[src/hdl/rtmcd_consts.svh]
// register offsets, field positions and sizes for the mode command decoder
`ifndef RTMCD_CONSTS_SVH
`define RTMCD_CONSTS_SVH
`define RTMCD_ADDR_PENDING   8'h09
`define RTMCD_ADDR_ENABLES   8'h12
`define RTMCD_ADDR_CONFIG    8'h17
`define RTMCD_CFG_UNDEF_INV  4
`define RTMCD_CFG_SIMPLE     5
`define RTMCD_CFG_ALT_TEST   6
`define RTMCD_IRQ_WHEN_ACC   0
`define RTMCD_CTRL_ACC       2
`define RTMCD_INFO_ACC       0
`define RTMCD_FIRST_DATA_MC  5'h10
`define RTMCD_MC_LAST_CMD    5'h12
`define RTMCD_MC_TEST_WORD   5'h13
`define RTMCD_DESC_WORDS_LOG 2
`define RTMCD_ZERO16         16'h0000
`define RTMCD_ALL_LEGAL      64'h0000000000000000
`define RTMCD_LAST_UNDEF_MC  5'h15
`endif

[src/hdl/rtmcd_pkg.sv]
// types shared by the mode command decoder
package rtmcd_pkg;
    typedef enum logic [1:0] {
        RTMCD_SRC_STORED,
        RTMCD_SRC_LAST_CMD,
        RTMCD_SRC_TEST_PRI,
        RTMCD_SRC_TEST_ALT
    } rtmcd_src_type;
    typedef enum {
        RTMCD_IDLE,
        RTMCD_LOG_INFO,
        RTMCD_LOG_ADDR
    } rtmcd_state_type;
endpackage

[src/hdl/rtmcd_top.sv]
// remote terminal mode command decoder: validity, legality, response, interrupt log
//
// Function
// - undefined codes ignored when option set
// - undefined set: rx 0-16,18,19; tx 17,20,21
// - undefined-invalid option clear after reset
// - legal valid command answers in form
// - illegal sets message error, status only
// - illegal 16-31 move no data word
// - legality table clears to zero on reset
// - legal undefined codes still carry data
// - codes 0-15 answer status word only
// - codes 16-31 carry one data word
// - top three control bits pick interrupts
// - accessed event sets pending, drives int_n
// - log info and address before int_n
// - address word is descriptor control address
// - plain mode stores data in buffers
// - no circular buffering for mode codes
// - simplified mode keeps data in descriptor
// - one global option, undefined codes only
// - reserved codes follow table, carry data
// - simplified descriptor is four words
// - code 19 data from one of two regs
`timescale 1ns/1ps
`include "rtmcd_consts.svh"
module rtmcd_top import rtmcd_pkg::*; #(
    parameter logic [15:0] DESC_BASE = 16'h0200
) (
    // clock and reset
    input  wire logic        clk,
    input  wire logic        srst,
    // register port
    input  wire logic        reg_wr,
    input  wire logic        reg_rd,
    input  wire logic [7:0]  reg_addr,
    input  wire logic [15:0] reg_wdata,
    output logic      [15:0] reg_rdata,
    // legality table writes
    input  wire logic        tbl_wr,
    input  wire logic [5:0]  tbl_index,
    input  wire logic        tbl_illegal,
    // decoded mode command
    input  wire logic        cmd_valid,
    output logic             cmd_ready,
    input  wire logic [4:0]  cmd_code,
    input  wire logic        cmd_tx,
    input  wire logic        cmd_bcast,
    input  wire logic [2:0]  cmd_ctrl_top,
    // response decision
    output logic             resp_valid,
    output logic             resp_ignored,
    output logic             resp_status,
    output logic             resp_data_tx,
    output logic             resp_data_rx,
    output logic             resp_msg_error,
    output logic             resp_status_upd,
    output rtmcd_src_type    resp_src,
    output logic             resp_in_desc,
    output logic             resp_in_buffer,
    output logic [15:0]      resp_desc_addr,
    // interrupt log and interrupt
    output logic             log_wr,
    output logic [15:0]      log_word,
    output logic             int_n
);
    // registers and state
    logic [15:0]     pending_reg;
    logic [15:0]     enables_reg;
    logic [15:0]     config_reg;
    logic [63:0]     illegal_reg;
    rtmcd_state_type state_reg;
    rtmcd_state_type state_next;
    logic [15:0]     addr_reg;

    // descriptor control word address for a code and direction
    function automatic logic [15:0] desc_addr(input logic tx, input logic [4:0] code);
        desc_addr = DESC_BASE + {9'h000, tx, code} * 16'(1 << `RTMCD_DESC_WORDS_LOG);
    endfunction

    // undefined mode code classifier
    function automatic logic is_undef(input logic tx, input logic [4:0] code);
        logic lo;
        lo = (code < `RTMCD_FIRST_DATA_MC);
        if (!tx) begin
            is_undef = lo || code == 5'h10 || code == 5'h12 || code == 5'h13;
        end else begin
            is_undef = code == 5'h11 || code == 5'h14 || code == 5'h15;
        end
    endfunction

    // command decode
    wire logic        cmd_take   = cmd_valid && cmd_ready;
    // control word address of this command
    wire logic [15:0] cmd_desc_addr = desc_addr(cmd_tx, cmd_code);
    wire logic        undef      = is_undef(cmd_tx, cmd_code);
    wire logic        opt_inv    = config_reg[`RTMCD_CFG_UNDEF_INV];
    wire logic        ignore     = undef && opt_inv;
    wire logic        illegal    = illegal_reg[{cmd_tx, cmd_code}];
    wire logic        has_data   = cmd_code >= `RTMCD_FIRST_DATA_MC;
    // reserved and legal undefined codes move data per table
    wire logic        data_ok    = has_data && !illegal;
    wire logic        simple     = config_reg[`RTMCD_CFG_SIMPLE];
    wire logic        alt_test   = config_reg[`RTMCD_CFG_ALT_TEST];
    // interrupt select from control word top bits
    wire logic        acc_sel    = cmd_ctrl_top[`RTMCD_CTRL_ACC];
    wire logic        acc_ev     = cmd_take && !ignore && acc_sel
                                   && enables_reg[`RTMCD_IRQ_WHEN_ACC];
    wire logic        pend_rd    = reg_rd && reg_addr == `RTMCD_ADDR_PENDING;
    // pending only once the address word is out
    wire logic        pend_set   = log_wr && state_reg == RTMCD_IDLE;
    wire logic [15:0] info_word  = 16'(1 << `RTMCD_INFO_ACC);

    rtmcd_src_type src_sel;
    assign src_sel = (cmd_tx && cmd_code == `RTMCD_MC_TEST_WORD)
                     ? (alt_test ? RTMCD_SRC_TEST_ALT : RTMCD_SRC_TEST_PRI)
                     : (cmd_tx && cmd_code == `RTMCD_MC_LAST_CMD) ? RTMCD_SRC_LAST_CMD
                     : RTMCD_SRC_STORED;

    // register read mux
    always_comb begin
        case (reg_addr)
            `RTMCD_ADDR_PENDING: reg_rdata = pending_reg;
            `RTMCD_ADDR_ENABLES: reg_rdata = enables_reg;
            `RTMCD_ADDR_CONFIG:  reg_rdata = config_reg;
            default:             reg_rdata = `RTMCD_ZERO16;
        endcase
    end

    // host registers
    always_ff @(posedge clk) begin
        if (srst) begin
            enables_reg <= `RTMCD_ZERO16;
            config_reg  <= `RTMCD_ZERO16;
        end else if (reg_wr) begin
            if (reg_addr == `RTMCD_ADDR_ENABLES) enables_reg <= reg_wdata;
            if (reg_addr == `RTMCD_ADDR_CONFIG)  config_reg  <= reg_wdata;
        end
    end

    // legality table storage
    always_ff @(posedge clk) begin
        if (srst) begin
            illegal_reg <= `RTMCD_ALL_LEGAL;
        end else if (tbl_wr) begin
            illegal_reg[tbl_index] <= tbl_illegal;
        end
    end

    // pending interrupts, cleared by read, set wins
    always_ff @(posedge clk) begin
        if (srst) begin
            pending_reg <= `RTMCD_ZERO16;
        end else begin
            if (pend_rd) pending_reg <= `RTMCD_ZERO16;
            if (pend_set) pending_reg[`RTMCD_IRQ_WHEN_ACC] <= 1'b1;
        end
    end

    assign int_n = !pending_reg[`RTMCD_IRQ_WHEN_ACC];
    assign cmd_ready = state_reg == RTMCD_IDLE;

    // interrupt log sequencer
    always_comb begin
        case (state_reg)
            RTMCD_IDLE:     state_next = acc_ev ? RTMCD_LOG_INFO : RTMCD_IDLE;
            RTMCD_LOG_INFO: state_next = RTMCD_LOG_ADDR;
            RTMCD_LOG_ADDR: state_next = RTMCD_IDLE;
            default:        state_next = RTMCD_IDLE;
        endcase
    end

    always_ff @(posedge clk) begin
        if (srst) begin
            state_reg <= RTMCD_IDLE;
            addr_reg  <= `RTMCD_ZERO16;
        end else begin
            state_reg <= state_next;
            if (acc_ev) addr_reg <= cmd_desc_addr;
        end
    end

    // info word then address word before int_n
    always_ff @(posedge clk) begin
        if (srst) begin
            log_wr   <= 1'b0;
            log_word <= `RTMCD_ZERO16;
        end else begin
            log_wr   <= state_reg == RTMCD_LOG_INFO || state_reg == RTMCD_LOG_ADDR;
            log_word <= state_reg == RTMCD_LOG_INFO ? info_word : addr_reg;
        end
    end

    // response decision, one cycle after the command is taken
    always_ff @(posedge clk) begin
        if (srst) begin
            resp_valid      <= 1'b0;
            resp_ignored    <= 1'b0;
            resp_status     <= 1'b0;
            resp_data_tx    <= 1'b0;
            resp_data_rx    <= 1'b0;
            resp_msg_error  <= 1'b0;
            resp_status_upd <= 1'b0;
            resp_src        <= RTMCD_SRC_STORED;
            resp_in_desc    <= 1'b0;
            resp_in_buffer  <= 1'b0;
            resp_desc_addr  <= `RTMCD_ZERO16;
        end else begin
            resp_valid      <= cmd_take;
            resp_ignored    <= cmd_take && ignore;
            // broadcast sends nothing; status alone for 0-15
            resp_status     <= cmd_take && !ignore && !cmd_bcast;
            // transmit one data word; not when illegal; legal undefined
            resp_data_tx    <= cmd_take && !ignore && !cmd_bcast && cmd_tx && data_ok;
            // receive one data word; illegal takes none
            resp_data_rx    <= cmd_take && !ignore && !cmd_tx && data_ok;
            // message error when illegal; clear status when legal
            resp_msg_error  <= cmd_take && !ignore && illegal;
            // status untouched when ignored; updated otherwise
            resp_status_upd <= cmd_take && !ignore;
            resp_src        <= src_sel;
            // simplified mode keeps data in descriptor word 4
            resp_in_desc    <= cmd_take && !ignore && data_ok && simple;
            // indexed or ping-pong buffer; never circular
            resp_in_buffer  <= cmd_take && !ignore && data_ok && !simple;
            resp_desc_addr  <= cmd_desc_addr;
        end
    end

    // checks
    AST_IGNORE_SILENT: assert property (@(posedge clk) disable iff (srst)
        cmd_take && ignore |=> !resp_status && !resp_status_upd && resp_ignored)
        else $error("undefined code answered while option set");
    AST_UNDEF_TX: assert property (@(posedge clk) disable iff (srst)
        cmd_take && cmd_tx && cmd_code == 5'h11 && opt_inv |=> resp_ignored)
        else $error("tx code 17 not treated as undefined");
    AST_LEGAL_FORM: assert property (@(posedge clk) disable iff (srst)
        cmd_take && !ignore && !illegal && !cmd_bcast |=> resp_status && !resp_msg_error)
        else $error("legal command not answered in form");
    AST_ILLEGAL_ERR: assert property (@(posedge clk) disable iff (srst)
        cmd_take && !ignore && illegal |=> resp_msg_error && !resp_data_tx && !resp_data_rx)
        else $error("illegal command without message error");
    AST_NO_DATA_LOW: assert property (@(posedge clk) disable iff (srst)
        cmd_take && cmd_code < 5'h10 |=> !resp_data_tx && !resp_data_rx)
        else $error("data word for codes 0-15");
    AST_TX_DATA: assert property (@(posedge clk) disable iff (srst)
        cmd_take && !ignore && !illegal && !cmd_bcast && cmd_tx && cmd_code[4]
        |=> resp_data_tx && resp_status)
        else $error("legal transmit 16-31 without data word");
    AST_LOG_ORDER: assert property (@(posedge clk) disable iff (srst)
        acc_ev |=> ##1 log_wr && log_word == info_word ##1 log_wr ##1 !int_n)
        else $error("log words not written before interrupt");
    AST_LOG_ADDR: assert property (@(posedge clk) disable iff (srst)
        acc_ev |-> ##3 log_word == $past(cmd_desc_addr, 3))
        else $error("logged address is wrong");
    AST_BCAST_QUIET: assert property (@(posedge clk) disable iff (srst)
        cmd_take && cmd_bcast |=> !resp_status && !resp_data_tx)
        else $error("broadcast command transmitted");
    AST_STORE_SPLIT: assert property (@(posedge clk) disable iff (srst)
        resp_in_desc |-> !resp_in_buffer && $past(simple))
        else $error("data stored in both places");

    AST_RESET_OPTION: assert property (@(posedge clk) disable iff (srst)
        $past(srst) |-> !opt_inv)
        else $error("undefined-invalid option set after reset");

    AST_RESET_TABLE: assert property (@(posedge clk) disable iff (srst)
        $past(srst) |-> illegal_reg == `RTMCD_ALL_LEGAL)
        else $error("legality table not cleared by reset");

    AST_ILLEGAL_NO_WORD: assert property (@(posedge clk) disable iff (srst)
        cmd_take && !ignore && illegal && cmd_code[4]
        |=> !resp_data_tx && !resp_data_rx && !resp_in_desc && !resp_in_buffer)
        else $error("illegal mode command moved a data word");

    AST_UNDEF_DATA: assert property (@(posedge clk) disable iff (srst)
        cmd_take && undef && !ignore && !illegal && cmd_code[4] && !cmd_bcast
        |=> resp_data_tx == $past(cmd_tx) && resp_data_rx == !$past(cmd_tx))
        else $error("legal undefined code without its data word");

    AST_RX_DATA: assert property (@(posedge clk) disable iff (srst)
        cmd_take && !ignore && !illegal && !cmd_tx && cmd_code[4]
        |=> resp_data_rx && !resp_data_tx)
        else $error("legal receive 16-31 without data word");

    AST_DEFINED_KEPT: assert property (@(posedge clk) disable iff (srst)
        cmd_take && !undef |=> !resp_ignored && resp_status_upd)
        else $error("defined mode code ignored");

    AST_RESERVED_DATA: assert property (@(posedge clk) disable iff (srst)
        cmd_take && cmd_code > `RTMCD_LAST_UNDEF_MC && !illegal && !(cmd_tx && cmd_bcast)
        |=> !resp_ignored && !resp_msg_error && (resp_data_tx || resp_data_rx))
        else $error("legal reserved code without data word");

    AST_TEST_WORD_SRC: assert property (@(posedge clk) disable iff (srst)
        cmd_take && cmd_tx && cmd_code == `RTMCD_MC_TEST_WORD
        |=> resp_src == ($past(alt_test) ? RTMCD_SRC_TEST_ALT : RTMCD_SRC_TEST_PRI))
        else $error("self-test word from wrong register");

    AST_DESC_STRIDE: assert property (@(posedge clk) disable iff (srst)
        cmd_take
        |=> resp_desc_addr == DESC_BASE + 16'({$past(cmd_tx), $past(cmd_code), 2'b00}))
        else $error("descriptor address not on a four-word stride");

    AST_INT_CLEAR: assert property (@(posedge clk) disable iff (srst)
        pend_rd && !pend_set |=> int_n)
        else $error("interrupt output not released by pending read");

    AST_INT_SET: assert property (@(posedge clk) disable iff (srst)
        pend_set |=> !int_n)
        else $error("pending event lost");

    AST_PLAIN_BUFFER: assert property (@(posedge clk) disable iff (srst)
        cmd_take && !ignore && !illegal && cmd_code[4] && !simple
        |=> resp_in_buffer && !resp_in_desc)
        else $error("plain mode data not sent to buffer");

    AST_NO_ACCESS_LOG: assert property (@(posedge clk) disable iff (srst)
        cmd_take && !acc_sel |=> cmd_ready)
        else $error("interrupt log started without interrupt bit");

    AST_LOW_STATUS: assert property (@(posedge clk) disable iff (srst)
        cmd_take && !ignore && !cmd_bcast && !cmd_code[4] |=> resp_status)
        else $error("codes 0-15 not answered with status");
endmodule

[config.mk]
export PLATFORM = sky130hd
export DESIGN_NAME = rtmcd_top
export DESIGN_NICKNAME = d
export VERILOG_FILES = /design/src/hdl/rtmcd_pkg.sv /design/src/hdl/rtmcd_top.sv
export VERILOG_INCLUDE_DIRS = /design/src /design/src/hdl
export SDC_FILE = /design/constraint.sdc
export NUM_CORES = 1
export LEC_CHECK = 0
export BUFFER_PORTS_ARGS = -buffer_cell sky130_fd_sc_hd__buf_2
export CORE_MARGIN = 3
export CORE_UTILIZATION = 30
export CTS_CLUSTER_SIZE = 12
export DETAILED_ROUTE_END_ITERATION = 12
export MAX_ROUTING_LAYER = met4
export SKIP_LAST_GASP = 1
export SLEW_MARGIN = 5
export SYNTH_ARGS = -nofsm -noshare
export SYNTH_HDL_FRONTEND = slang
export SYNTH_SLANG_ARGS = --single-unit
[constraint.sdc]
create_clock -name clk -period 4.6 [get_ports clk]
set_input_delay 0.69 -clock clk [delete_from_list [all_inputs] [get_ports clk]]
set_output_delay 0.69 -clock clk [all_outputs]
set_load 0.005 [all_outputs]
After elaboration in Yosys (flattened, before gate mapping). Cells that the tools add are included.

Equality and inequality tests: 12. $lt $le $gt $ge: 5. Add/sub/neg operators: 1. Muxes and demuxes: 15. Reduce and logical (&&, ||, !) cells: 39.

Operator list (number): $bwmux W64 (1); $logic_not A32 Y1 (2); $pmux W16 S3 (1); $eq A32 B1 Y1 const B (1); $eq A32 B2 Y1 const B (1); $eq A32 B3 Y1 const B (1); $eq A5 B5 Y1 const B (6); $logic_and A1 B1 Y1 (21); $eq A8 B5 Y1 const B (2); $lt A6 B7 Y1 const B (2); $add A10 B8 Y11 const A (1); $mux W1 (9); $eq A8 B4 Y1 const B (1); $bmux W1 S6 (1); $demux W1 S6 (1); $ge A6 B1 Y1 const B (1); $logic_not A1 Y1 (6); $logic_or A1 B1 Y1 (6); $ge A5 B5 Y1 const B (1); $lt A5 B5 Y1 const B (1); $pmux W2 S2 (1); $reduce_and A2 Y1 (2); $mux W2 (1); $reduce_bool A2 Y1 (1); $reduce_or A2 Y1 (1).

Bits in registers: 174. Input port bits: 47. Logic and storage cells: 92. Output and inout port bits: 62.

Depth between registers and ports, before layout.
Word-level depth: 12. Mapped depth: 9.

Worst setup path before layout. Ideal clock, no wire load.

Path type: input-to-output. From: in reg_addr[5]. To: out reg_rdata[12]. Slack: 1.968 ns. Stages on the path: 5. Arrival time: 1.942 ns. Cells stage by stage: nor3_1 and4b_1 nor3b_2 clkbuf_1 a22o_1.

Longest elaborated chain between the ends: 2. Elaborated cells between the ends (all ways): 4. Classes of those cells: eq/ne: 3; mux: 1.

RTL lines: from (decl) (line rtmcd_top.sv:36) `input wire logic [7:0] reg_addr,`; $eq A8 B5 Y1 or $eq A8 B4 Y1 (tied branches) (line rtmcd_top.sv:122) `case (reg_addr)`; $pmux W16 S3 (*) (line rtmcd_top.sv:122); to (decl) (line rtmcd_top.sv:38) `output logic [15:0] reg_rdata,`.

Every way passes the cells marked *; elsewhere a longest branch is shown, timed or not.

Worst setup path in the final report.
From: in reg_addr[5]. To: out reg_rdata[6].

Same word-level chain as after synthesis.

==> impl_metrics.yaml <==
sta:
  grt_setup_unrepaired: "false"
  hold_violations: 0
  tightest_slew_ns: 1.14
  slew_violations: 0
  max_freq_mhz: 339
  fin_skew_ns: 0.0120
  period_share_pct: 64.0
  setup_tns_ns: 0
  relSlewSlack_pct: 24.0
  setup_violations: 0
  fin_ws_ns: 1.65
  min_period_ns: 2.95
clocking:
  h-tree-depth: 4
  clk_latency_ns: 0.42
  clock_path_buffers: 2
  cts_resized: 0
  clk_pin_slew_ns: 0.06
  cts_tree: "yes"
  cts_hold_buf: 0
  post_cts.repair.setup_buffers: 0
  numCtsBuffers: 17
  root_buffer: "clkbuf_16"
  clock_sinks: 133
synthesis:
  synth_edf_count: 0
  synth_top_family_by_area: "simple AND/OR/NAND/NOR gates"
  synth_common_cells: "dfxtp_1 (133), a21oi_1 (99), nand2_1 (83)"
  synth-main-ff-cell: "dfxtp_1"
  yosysSeqAreaShare_pct: 46.0
  synth_top_area_share_pct: 46.0
  syn_avg_cell_area_um2: 8.50
  synth_top_area_cell: "dfxtp_1"
  syn_area_mm2: 0.00579
  yosysUniqueCellTypes: 51
  ys_ff_latch: 133
  yosys.area_share.simple_pct: 20.3
  synthArstFlopShare_pct: 0
  synth_most_common_cell: "dfxtp_1"
  synthXorXnorAreaFrac_pct: 0
  synth_warnings: 0
  synth-compound-area-share_pct: 18.8
  synth_fa_ha_area_share_pct: 0.432
  synth_cells: 682
  synth_area_leaders: "dfxtp_1 (46%), a21oi_1 (8.6%), nand3_1 (6.0%)"
  synthMuxAreaShare_pct: 8.03
place:
  hpwl_um: 10400
  io_buffers: 89
  pre_cts_ws_ns: 1.52
  finalWeightedCongestion: 0.783
  dpl_cell_area_mm2: 0.00633
cells_and_area:
  largest_reg_flops: 64
  area_growth_pct: 19.1
  antenna_cells: 0
  final_util_pct: 36.6
  final_area_mm2: 0.00690
  nets: 793
  drive_gt1_share_pct: 19.4
  fillers: 1986
worst_setup_path:
  cp.arrival_ns: 2.26
  crit_path_start: "reg_addr[5]"
  critPathMaxFanout: 18
  rr_startpoint: "illegal_reg[22]$_SDFFE_PP0P_"
  path_class: "in -> out"
  reg2reg_slack_ns: 2.61
  critPathLaunchType: "input pin"
  endpoint_kind: "primary output"
  cp.required_ns: 3.91
  cp-endpoint: "reg_rdata[6]"
  r2r_end: "resp_in_desc$_SDFF_PP0_"
  worst_r2r_path_depth: 6
drt:
  vias_per_cell: 5.02
  ant_nets: 0
  drt_iter0_markers: 354
  num_vias: 5105
  drt_wl_total_um: 16200
  wl_per_cell_um: 16.0
  drcViolationCount: 0
  drtPass1Iterations: 5
hold_path:
  worstHoldPathType: "reg -> reg"
  min_path_cells: 2
die:
  dieArea_mm2: 0.0210
  initial_utilization_pct: 30.8
  num_rows: 50
  die_y_um: 145
  coreArea_mm2: 0.0188
  die_w_um: 145
  pin_count: 109
global_routing:
  grt_pass1_vias: 4753
  grt_antenna_before_repair: 0
  grt_max_degree: 84
  grt_use_total_pct: 15.6
  grt_first_pass_wirelength_um: 25800
  gr-total-overflow: 0
status:
  status: "complete, no violations"
power:
  p_leak_uw: 0.00255
  powerDensity_mw_per_mm2: 380
  max-vdd-ir-drop_mv: 0.272
flow_run:
  max_cap_viol_count: 0
[through the flow]
| stage | instances | hold WS (ns) | total power, µW |
|---|---|---|---|
| after floorplan | 698 | 0.422 | 1290 |
| after global placement | 985 | 0.442 | 1340 |
| after detailed placement | 985 | 0.442 | 1340 |
| after CTS | 1017 | 0.434 | 2650 |
| after global routing | 1017 | 0.450 | 2710 |
| final | 1017 | 0.454 | 2620 |
[where the power goes]
part	switching, µW	total [µW]	leakage (µW)	internal [µW]
registers	2.50	1160	0.00107	1160
logic	108	152	0.00120	43.4
clock network	548	1300	0.000274	757
[cells by family after synthesis]
logic type	Yosys count
and+or+nand+nor	244
AOI/OAI and AO/OA	195
adders and majority gates	2
other	1
DFF	133
muxes	31
buffers and inverters	76
[routing by layer]
metal	wire (µm)	track usage [%]	up-vias
met5	0	-	-
met4	191	4.13	0
met3	1210	4.15	22
met2	7480	23.9	199
met1	7360	20.6	2383
li1	-	-	2501
[worst min-delay path by stage]
stage | startpoint | to | slack, ns
5_1_grt | cmd_bcast | resp_status$_SDFF_PP0_ | 0.45
3_5_place_dp | addr_reg[7]$_SDFFE_PP0P_ | log_word[7]$_SDFF_PP0_ | 0.44
6_report | config_reg[13]$_SDFFE_PP0P_ | config_reg[13]$_SDFFE_PP0P_ | 0.45
2_1_floorplan | config_reg[5]$_SDFFE_PP0P_ | resp_in_buffer$_SDFF_PP0_ | 0.42
3_3_place_gp | addr_reg[9]$_SDFFE_PP0P_ | addr_reg[9]$_SDFFE_PP0P_ | 0.44
4_1_cts | cmd_bcast | resp_status$_SDFF_PP0_ | 0.43
[area by class of cell]
type | instances | area (µm²) | area share (%)
multi-input combinational | 489 | 2820 | 40.9
timing repair buffer | 94 | 485 | 7.04
inverter | 9 | 33.8 | 0.490
clock buffer | 18 | 429 | 6.22
clock inverter | 14 | 144 | 2.09
tap | 260 | 325 | 4.72
sequential | 133 | 2660 | 38.6
[cell usage in the layout, fill, tap and decap left out, drive strengths merged, types with 2 or more instances in the layout]
| cell | n |
|---|---|
| a21o | 2 |
| a21oi | 99 |
| a22o | 15 |
| a22oi | 2 |
| and2 | 11 |
| and3 | 4 |
| buf | 94 |
| clkbuf | 18 |
| clkinv | 8 |
| clkinvlp | 2 |
| conb | 17 |
| dfxtp | 133 |
| ha | 2 |
| inv | 12 |
| mux2 | 5 |
| mux2i | 15 |
| mux4 | 11 |
| nand2 | 83 |
| nand2b | 7 |
| nand3 | 69 |
| nand4 | 3 |
| nor2 | 35 |
| nor2b | 12 |
| nor3 | 6 |
| nor3b | 4 |
| o21ai | 66 |
| o22ai | 3 |
| or2 | 3 |
| or3b | 2 |
[critical path, cell delays in order]
cell,delay [ns]
buf_2,0.10
nor3_1,0.22
and4b_1,0.24
and3_1,0.62
a22o_1,0.28
buf_2,0.12
Power figures use the tool's default switching activity.
